## config.mk

```make
export PLATFORM = sky130hd
export DESIGN_NAME = serial_shift_two_wire
export DESIGN_NICKNAME = d
export VERILOG_FILES = /design/src/rtl/serial_shift_pkg.sv /design/src/rtl/serial_shift_two_wire.sv
export SDC_FILE = /design/constraint.sdc
export NUM_CORES = 1
export LEC_CHECK = 0
export BUFFER_PORTS_ARGS = -buffer_cell sky130_fd_sc_hd__buf_4
export CAP_MARGIN = 20
export CORE_MARGIN = 2
export CORE_UTILIZATION = 35
export DETAILED_ROUTE_END_ITERATION = 7
export GPL_ROUTABILITY_DRIVEN = 1
export PLACE_DENSITY = 0.68
export SLEW_MARGIN = 20
export SYNTH_ARGS = -nofsm -noshare
export SYNTH_HDL_FRONTEND = slang
export SYNTH_SLANG_ARGS = --single-unit
```

## constraint.sdc

```tcl
create_clock -name clk -period 2.6 [get_ports clk]
set_input_delay 0.13 -clock clk [delete_from_list [all_inputs] [get_ports clk]]
set_output_delay 0.13 -clock clk [all_outputs]
set_load 0.02 [all_outputs]
```

## src/rtl/serial_shift_pkg.sv

```systemverilog
// Package with register map, field positions and timing for the serial shift unit
// Summary of operation
// - Two-wire signalling, no slew limit or filter
// - Start detected sets start flag
// - Hold clock low after start falling edge
// - Slave samples data on rising clock
// - Overflow after eight bits holds clock low in two-wire hold mode only
// - Read bit one: slave drives data
// - Start detector delays data 50 ns (two core clocks)
// - Start detector active only two-wire mode
// - Start detection sampled on the core clock
// - Counter counts both external clock edges
// - Counter at F overflows on one edge
// - Software strobe can overflow counter
// - Write beats coincident shift
// - Left shift, clock chosen by select field
// - Mode zero still samples and shifts
// - Bit 7 reaches pin through latch
// - Transfer end copies shift into buffer
// - Overflow flag set on wrap, write-one clears
// - Start flag write-one clears, releases hold
// - Stop flag set on stop, write-one clears
package serial_shift_pkg;

  localparam logic [3:0] addr_data    = 4'h0;
  localparam logic [3:0] addr_buffer  = 4'h4;
  localparam logic [3:0] addr_status  = 4'h8;
  localparam logic [3:0] addr_control = 4'hc;

  localparam int st_start = 7;
  localparam int st_ovf   = 6;
  localparam int st_stop  = 5;
  localparam int st_coll  = 4;

  localparam int cr_wm_hi  = 5;
  localparam int cr_wm_lo  = 4;
  localparam int cr_cs_hi  = 3;
  localparam int cr_cs_lo  = 2;
  localparam int cr_strobe = 1;
  localparam int cr_toggle = 0;

  localparam logic [7:0] data_reset    = 8'h00;
  localparam logic [7:0] control_reset = 8'h00;
  localparam logic [3:0] count_max     = 4'hf;
  localparam logic [3:0] count_reset   = 4'h0;

  localparam int clk_period_ns   = 25;
  localparam int sda_delay_min_ns = 50;
  localparam int sda_delay_cycles = (sda_delay_min_ns + clk_period_ns - 1) / clk_period_ns;

  typedef enum logic [1:0] { wm_off, wm_three, wm_two, wm_two_hold } wire_mode_t;

  typedef struct packed {
    logic scl_o;
    logic scl_oe;
    logic sda_o;
    logic sda_oe;
    logic do_o;
  } pin_out_t;

endpackage : serial_shift_pkg

```

## src/rtl/serial_shift_two_wire.sv

```systemverilog
// Serial shift unit with two-wire start detector and Avalon-MM registers
`timescale 1ns/10ps
module serial_shift_two_wire (
  input  wire logic                      clk,
  input  wire logic                      reset,
  input  wire logic [3:0]                avs_address,
  input  wire logic                      avs_read,
  input  wire logic                      avs_write,
  input  wire logic [31:0]               avs_writedata,
  output logic      [31:0]               avs_readdata,
  output logic                           avs_waitrequest,
  input  wire logic                      timer_match,
  input  wire logic                      three_wire_clock_pin,
  input  wire logic                      serial_data_in_pin,
  output serial_shift_pkg::pin_out_t     pins,
  output logic                           start_irq,
  output logic                           overflow_irq
);

  logic [1:0] scl_s_q;
  logic [1:0] sda_s_q;
  logic       scl_q;
  logic [serial_shift_pkg::sda_delay_cycles-1:0] sda_dly_q;
  logic [7:0] shift_q;
  logic [7:0] buffer_q;
  logic [3:0] count_q;
  logic [7:0] control_q;
  logic       start_flag_q;
  logic       ovf_flag_q;
  logic       stop_flag_q;
  logic       start_hold_q;
  logic       latch_q;
  logic       sie_q;
  logic       oie_q;

  // Pin inputs pass two flops before use
  always_ff @(posedge clk or posedge reset) begin
    if (reset) begin
      scl_s_q <= 2'h3;
      sda_s_q <= 2'h3;
    end else begin
      scl_s_q <= {scl_s_q[0], three_wire_clock_pin};
      sda_s_q <= {sda_s_q[0], serial_data_in_pin};
    end
  end

  always_ff @(posedge clk or posedge reset) begin
    if (reset) begin
      scl_q     <= 1'b1;
      sda_dly_q <= '1;
    end else begin
      scl_q     <= scl_s_q[1];
      sda_dly_q <= {sda_dly_q[serial_shift_pkg::sda_delay_cycles-2:0], sda_s_q[1]};
    end
  end

  wire wm_hi     = control_q[serial_shift_pkg::cr_wm_hi];
  wire wm_lo     = control_q[serial_shift_pkg::cr_wm_lo];
  wire cs_hi     = control_q[serial_shift_pkg::cr_cs_hi];
  wire cs_lo     = control_q[serial_shift_pkg::cr_cs_lo];
  wire two_wire  = wm_hi;
  wire hold_ovf  = wm_hi & wm_lo;

  wire scl_rise  = scl_s_q[1] & ~scl_q;
  wire scl_fall  = ~scl_s_q[1] & scl_q;
  wire sda_old   = sda_dly_q[serial_shift_pkg::sda_delay_cycles-1];
  // Delayed data against settled clock avoids false starts on clock skew
  // Sampled on clk: wake from a stopped clock is not covered
  wire start_det = two_wire & scl_s_q[1] & ~sda_s_q[1] & sda_old;
  wire stop_det  = two_wire & scl_s_q[1] & sda_s_q[1] & ~sda_old;

  // Bus decode
  wire bus_wr    = avs_write;
  wire wr_data   = bus_wr & (avs_address == serial_shift_pkg::addr_data);
  wire wr_status = bus_wr & (avs_address == serial_shift_pkg::addr_status);
  wire wr_ctrl   = bus_wr & (avs_address == serial_shift_pkg::addr_control);
  wire [7:0] wd  = avs_writedata[7:0];
  wire sw_strobe = wr_ctrl & wd[serial_shift_pkg::cr_strobe];
  wire sw_toggle = wr_ctrl & wd[serial_shift_pkg::cr_toggle];
  // Select bit acts in the very write that carries it
  wire clk_strb  = wr_ctrl ? wd[serial_shift_pkg::cr_strobe] : control_q[serial_shift_pkg::cr_strobe];

  // Clock source selection; both external edges advance the counter while the strobe bit is clear, the toggle strobe while it is set
  wire ext_edge  = scl_rise | scl_fall;
  wire ext_shift = cs_lo ? scl_fall : scl_rise;
  wire shift_en  = cs_hi ? ext_shift
                         : (cs_lo ? timer_match : sw_strobe);
  wire count_en  = cs_hi ? (clk_strb ? sw_toggle : ext_edge)
                         : (cs_lo ? timer_match : sw_strobe);
  wire wrap      = count_en & (count_q == serial_shift_pkg::count_max);

  always_ff @(posedge clk or posedge reset) begin
    if (reset) begin
      shift_q <= serial_shift_pkg::data_reset;
    end else if (wr_data) begin
      shift_q <= wd;
    end else if (shift_en) begin
      shift_q <= {shift_q[6:0], sda_s_q[1]};
    end
  end

  always_ff @(posedge clk or posedge reset) begin
    if (reset) begin
      count_q <= serial_shift_pkg::count_reset;
    end else if (wr_status) begin
      count_q <= wd[3:0];
    end else if (count_en) begin
      count_q <= count_q + 4'h1;
    end
  end

  always_ff @(posedge clk or posedge reset) begin
    if (reset) begin
      buffer_q <= serial_shift_pkg::data_reset;
    end else if (wrap) begin
      buffer_q <= shift_en ? {shift_q[6:0], sda_s_q[1]} : shift_q;
    end
  end

  // Flags: a set in the same cycle as a clear wins
  always_ff @(posedge clk or posedge reset) begin
    if (reset) begin
      start_flag_q <= 1'b0;
      ovf_flag_q   <= 1'b0;
      stop_flag_q  <= 1'b0;
    end else begin
      start_flag_q <= start_det | (start_flag_q & ~(wr_status & wd[serial_shift_pkg::st_start]));
      ovf_flag_q   <= wrap | (ovf_flag_q & ~(wr_status & wd[serial_shift_pkg::st_ovf]));
      stop_flag_q  <= stop_det | (stop_flag_q & ~(wr_status & wd[serial_shift_pkg::st_stop]));
    end
  end

  // Hold arms at the first falling clock edge after a start
  always_ff @(posedge clk or posedge reset) begin
    if (reset) begin
      start_hold_q <= 1'b0;
    end else if (~two_wire | ~start_flag_q) begin
      start_hold_q <= 1'b0;
    end else if (scl_fall) begin
      start_hold_q <= 1'b1;
    end
  end

  // Output latch follows bit 7 in external mode while the clock is low with cs_lo clear, high with cs_lo set
  always_ff @(posedge clk or posedge reset) begin
    if (reset) begin
      latch_q <= 1'b1;
    end else if (~cs_hi | (scl_s_q[1] == cs_lo)) begin
      latch_q <= shift_q[7];
    end
  end

  always_ff @(posedge clk or posedge reset) begin
    if (reset) begin
      control_q <= serial_shift_pkg::control_reset;
      sie_q     <= 1'b0;
      oie_q     <= 1'b0;
    end else if (wr_ctrl) begin
      control_q <= {2'h0, wd[5:1], 1'b0};
      sie_q     <= wd[7];
      oie_q     <= wd[6];
    end
  end

  // Toggle latch for the clock output, used by a master
  logic tog_q;
  always_ff @(posedge clk or posedge reset) begin
    if (reset) begin
      tog_q <= 1'b1;
    end else if (sw_toggle) begin
      tog_q <= ~tog_q;
    end
  end

  // Open-drain drive in two-wire mode; hold forces clock low
  wire scl_hold = start_hold_q | (hold_ovf & ovf_flag_q);
  always_comb begin
    pins.do_o   = latch_q;
    pins.sda_o  = 1'b0;
    pins.sda_oe = two_wire & ~latch_q;
    pins.scl_o  = two_wire ? 1'b0 : tog_q;
    pins.scl_oe = two_wire ? (scl_hold | ~tog_q) : (wm_lo & ~cs_hi);
  end

  assign start_irq    = start_flag_q & sie_q;
  assign overflow_irq = ovf_flag_q & oie_q;

  wire collision = two_wire & (shift_q[7] != sda_s_q[1]);

  // Zero wait state bus: answers in the request cycle
  assign avs_waitrequest = 1'b0;
  always_comb begin
    case (avs_address)
      serial_shift_pkg::addr_data:    avs_readdata = {24'h0, shift_q};
      serial_shift_pkg::addr_buffer:  avs_readdata = {24'h0, buffer_q};
      serial_shift_pkg::addr_status:  avs_readdata = {24'h0, start_flag_q, ovf_flag_q, stop_flag_q, collision, count_q};
      serial_shift_pkg::addr_control: avs_readdata = {24'h0, sie_q, oie_q, control_q[5:2], 2'h0};
      default:                        avs_readdata = 32'h0;
    endcase
  end

endmodule : serial_shift_two_wire

```

==> metrics.md <==
| Metric | Value |
|---|---|
| Via density | 4.74 |
| Top post-synthesis cells by area | dfrtp_1 (31%), dfstp_2 (9.4%), buf_4 (8.1%), mux2_4 (4.8%), mux4_2 (4.5%) |
| Number of cells on the worst reg-to-reg path | 7 |
| WP data arrival | 2590 ps |
| CP Cell Sequence | inv_1 -> ha_1 -> or2b_2 -> a2111o_1 -> nand3_4 -> nor2_8 -> mux2_4 |
| Sw Pwr | 0.875 mW |
| # clock sinks | 40 |
| H-tree depth | 2 |
| Final worst-path cycle share | 92.8% |
| Critical path's top delay family | flip-flops |
| Post-synth top cells | dfrtp_1 (31), buf_4 (27), a21oi_1 (21) |
| Cell Int Power | 1.56 mW |
| Worst path depth | 7 |
| Top cell type by total area after synthesis | dfrtp_1 |
| Met2 Use GR | 23.1% |
| Remaining DRCs | 0 |
| Crit path to | buffer_q[7] |
| Worst endpoint required time | 2780 ps |
| GR met3 Demand/Resource | 3.17% |
| CP Capture Type | flip-flop |
| Final #Nets | 315 |
| Initial DRC count | 66 |
| Initial core utilization | 36.6% |
| Die Ht | 88.8 um |
| Syn avg cell area | 10.7 um^2 |
| Mapped cell area | 2520 um^2 |
| Final Slew Violations | 0 |
| Largest net degree at the start of global routing | 41 |
| Vias | 1736 |
| R2r endpoint | buffer_q[7] |
| Area growth syn-to-layout | 14.0% |
| Final WL | 5.11 mm |
| Most frequent cell after synthesis | dfrtp_1 |
| Post-synth top area share | 30.8% |
| Met1 usage in global routing | 17.0% |
| Max-slew headroom | 58.2% |
| GRT Max-Usage Layer | met2 |
| Leakage | 1.33 nW |
| Reg2Reg Setup Slack | 190 ps |
| R2r startpoint | scl_s_q[1] |
| Yosys warns | 0 |
| Area after DPL | 2750 um^2 |
| Core footprint | 6870 um^2 |
| ANT nets after route | 0 |
| TritonCTS clock tree | yes |
| Post-CTS sizing | 0 |
| Gate power share | 39.9% |
| # port buffers | 31 |
| RSZ-0062 raised after global routing | no |
| Global Route Usage Sum | 13.8% |
| CTS root buf | clkbuf_8 |
| Vias in the first global route | 1597 |
| Setup WS post-layout | 186 ps |
| Slowest stage delay, CP | 590 ps |
| Place WS | 187 ps |
| Hold Slack | 70.6 ps |
| Hold Vio Cnt, Final | 0 |
| First-pass GRT wire length | 8.07 mm |
| Net Sw Frac | 35.9% |
| Average wire per standard cell | 14.0 um |
| MaxCap Viol Count | 0 |
| Seq/Total Area, Yosys | 40.2% |
| Initial antenna violation count | 0 |
| HP Class | primary input to flip-flop |
| CTS max path bufs | 2 |
| Synth Register Bits | 40 |
| Clk Latency, worst-skew pair | 290 ps |
| RePlAce Congestion | 0.781 |
| Asr flop ratio synth | 100% |
| Worst slew pin tran | 624 ps |
| Layout cells sized above 1 | 32.6% |
| Die width | 88.8 um |
| Pwr Total | 2.43 mW |
| Crit path from | scl_s_q[1] |
| Setup crit start kind | flip-flop |
| Cell row count | 30 |
| Total gr overflow | 0 |
| Clock power frac | 16.6% |
| Max frequency | 414 MHz |
| CP bufs+invs | 1 |
| Final min period | 2410 ps |
| Post-synth cell types | 49 |
| Clock Skew | 3.47 ps |
| ANT cells | 0 |
| EDFF count, synth | 0 |
| Synth Flop Type | dfrtp_1 |
| Post-CTS Setup Repair Bufs | 0 |
| Post-DP HPWL | 3.71 mm |
| Final Cell Area | 2870 um^2 |
| Hold-fix buffers, CTS | 3 |
| Power Density | 848 nW/um^2 |
| Mapped Cells | 235 |
| Outcome | finished clean |
| CP max FO | 9 |
| Reg power frac | 43.5% |
| Die area | 7890 um^2 |
| CTS buffer count | 5 |
| # setup viols final | 0 |
| CTS clock-pin slew for the worst setup and hold paths | 80 ps |
| Crit path kind | flip-flop to flip-flop |
| Setup_tns | 0 ps |
| IO Count | 83 |
| Max IR drop VDD | 286 uV |
| Slowest cell on crit path | dfstp_2 |
| DRT Pass-1 Iters | 4 |
per-layer routing:
metal / wire length (um) / up-vias
met3: 275 / 10
met1: 2180 / 834
li1: - / 840
met5: 0 / -
met4: 137 / 0
met2: 2520 / 52
worst register-to-register path: cells and delay by family (launching register included):
kind                     cells  cell delay, ps
flip-flops                   1             590
AND/OR/NAND/NOR              3             560
AO/OA/AOI/OAI                1             460
adder cells (fa/ha/maj)      1             330
multiplexers                 1             310
buffers and inverters        1              60
how the worst min path moves through the flow:
stage / from / depth (start not counted) / slack [ps] / to
finish: avs_writedata[3] / 3 / 70 / control_q[3]
global placement: serial_data_in_pin / 1 / 240 / sda_s_q[0]
floorplan: three_wire_clock_pin / 0 / 130 / scl_s_q[0]
detailed placement: serial_data_in_pin / 1 / 240 / sda_s_q[0]
global route: avs_writedata[0] / 3 / 80 / tog_q
CTS: avs_writedata[3] / 3 / 70 / control_q[3]
logic make-up after synthesis:
| family | count (synthesis) | share of synthesized area [%] |
|---|---|---|
| fa+ha+maj | 3 | 1.49 |
| buf+inv | 41 | 10.5 |
| mux | 32 | 17.3 |
| other cells | 1 | 0.149 |
| simple gates | 70 | 16.3 |
| compound gates | 43 | 12.3 |
| xor+xnor | 5 | 1.74 |
| flops | 40 | 40.2 |
state kept, by name, indices dropped and copies added (netlist names), 2 cells and up:
signal     flops
buffer_q       8
control_q      5
count_q        4
scl_s_q        2
sda_dly_q      2
sda_s_q        2
shift_q        8
area by class of cell:
class                      count  area [um^2]
tap                           96          120
inverter                       4         15.0
multi-input combinational    179         1340
sequential                    40         1010
clock buffer                   5         68.8
fill                         683         4000
timing repair buffer          39          300
clock inverter                 3         18.8
per-stage QoR:
step,util (%),std cells
3_5_place_dp,40.1,355
3_3_place_gp,40.1,355
5_1_grt,41.8,366
6_report,41.8,366
4_1_cts,41.8,366
2_1_floorplan,-,260
placed cells by master, fill, tap and decap left out, types with 3 or more instances in the layout:
cell type,instances
ha_1,3
xor2_1,4
conb_1,26
dlygate4sd3_1,3
clkbuf_8,5
a21oi_1,21
o21ai_0,3
mux2_4,8
dfstp_2,9
and2b_2,6
nand2_1,16
mux4_2,5
nand4b_1,3
and2_1,3
nor2_1,17
o2bb2ai_1,8
inv_1,4
dfrtp_1,31
nor2b_1,9
buf_4,36
mux2i_1,11
mux2_2,7
power groups by stage:
stage          logic, mW  registers [mW]  clock network (mW)
2_1_floorplan      0.811           0.994                   0
3_3_place_gp       0.959            1.06                   0
6_report           0.972            1.06               0.404
3_5_place_dp       0.976            1.07                   0
4_1_cts            0.981            1.06               0.421
5_1_grt             1.06            1.10               0.442
No activity file was read; power rests on OpenSTA's default activity.
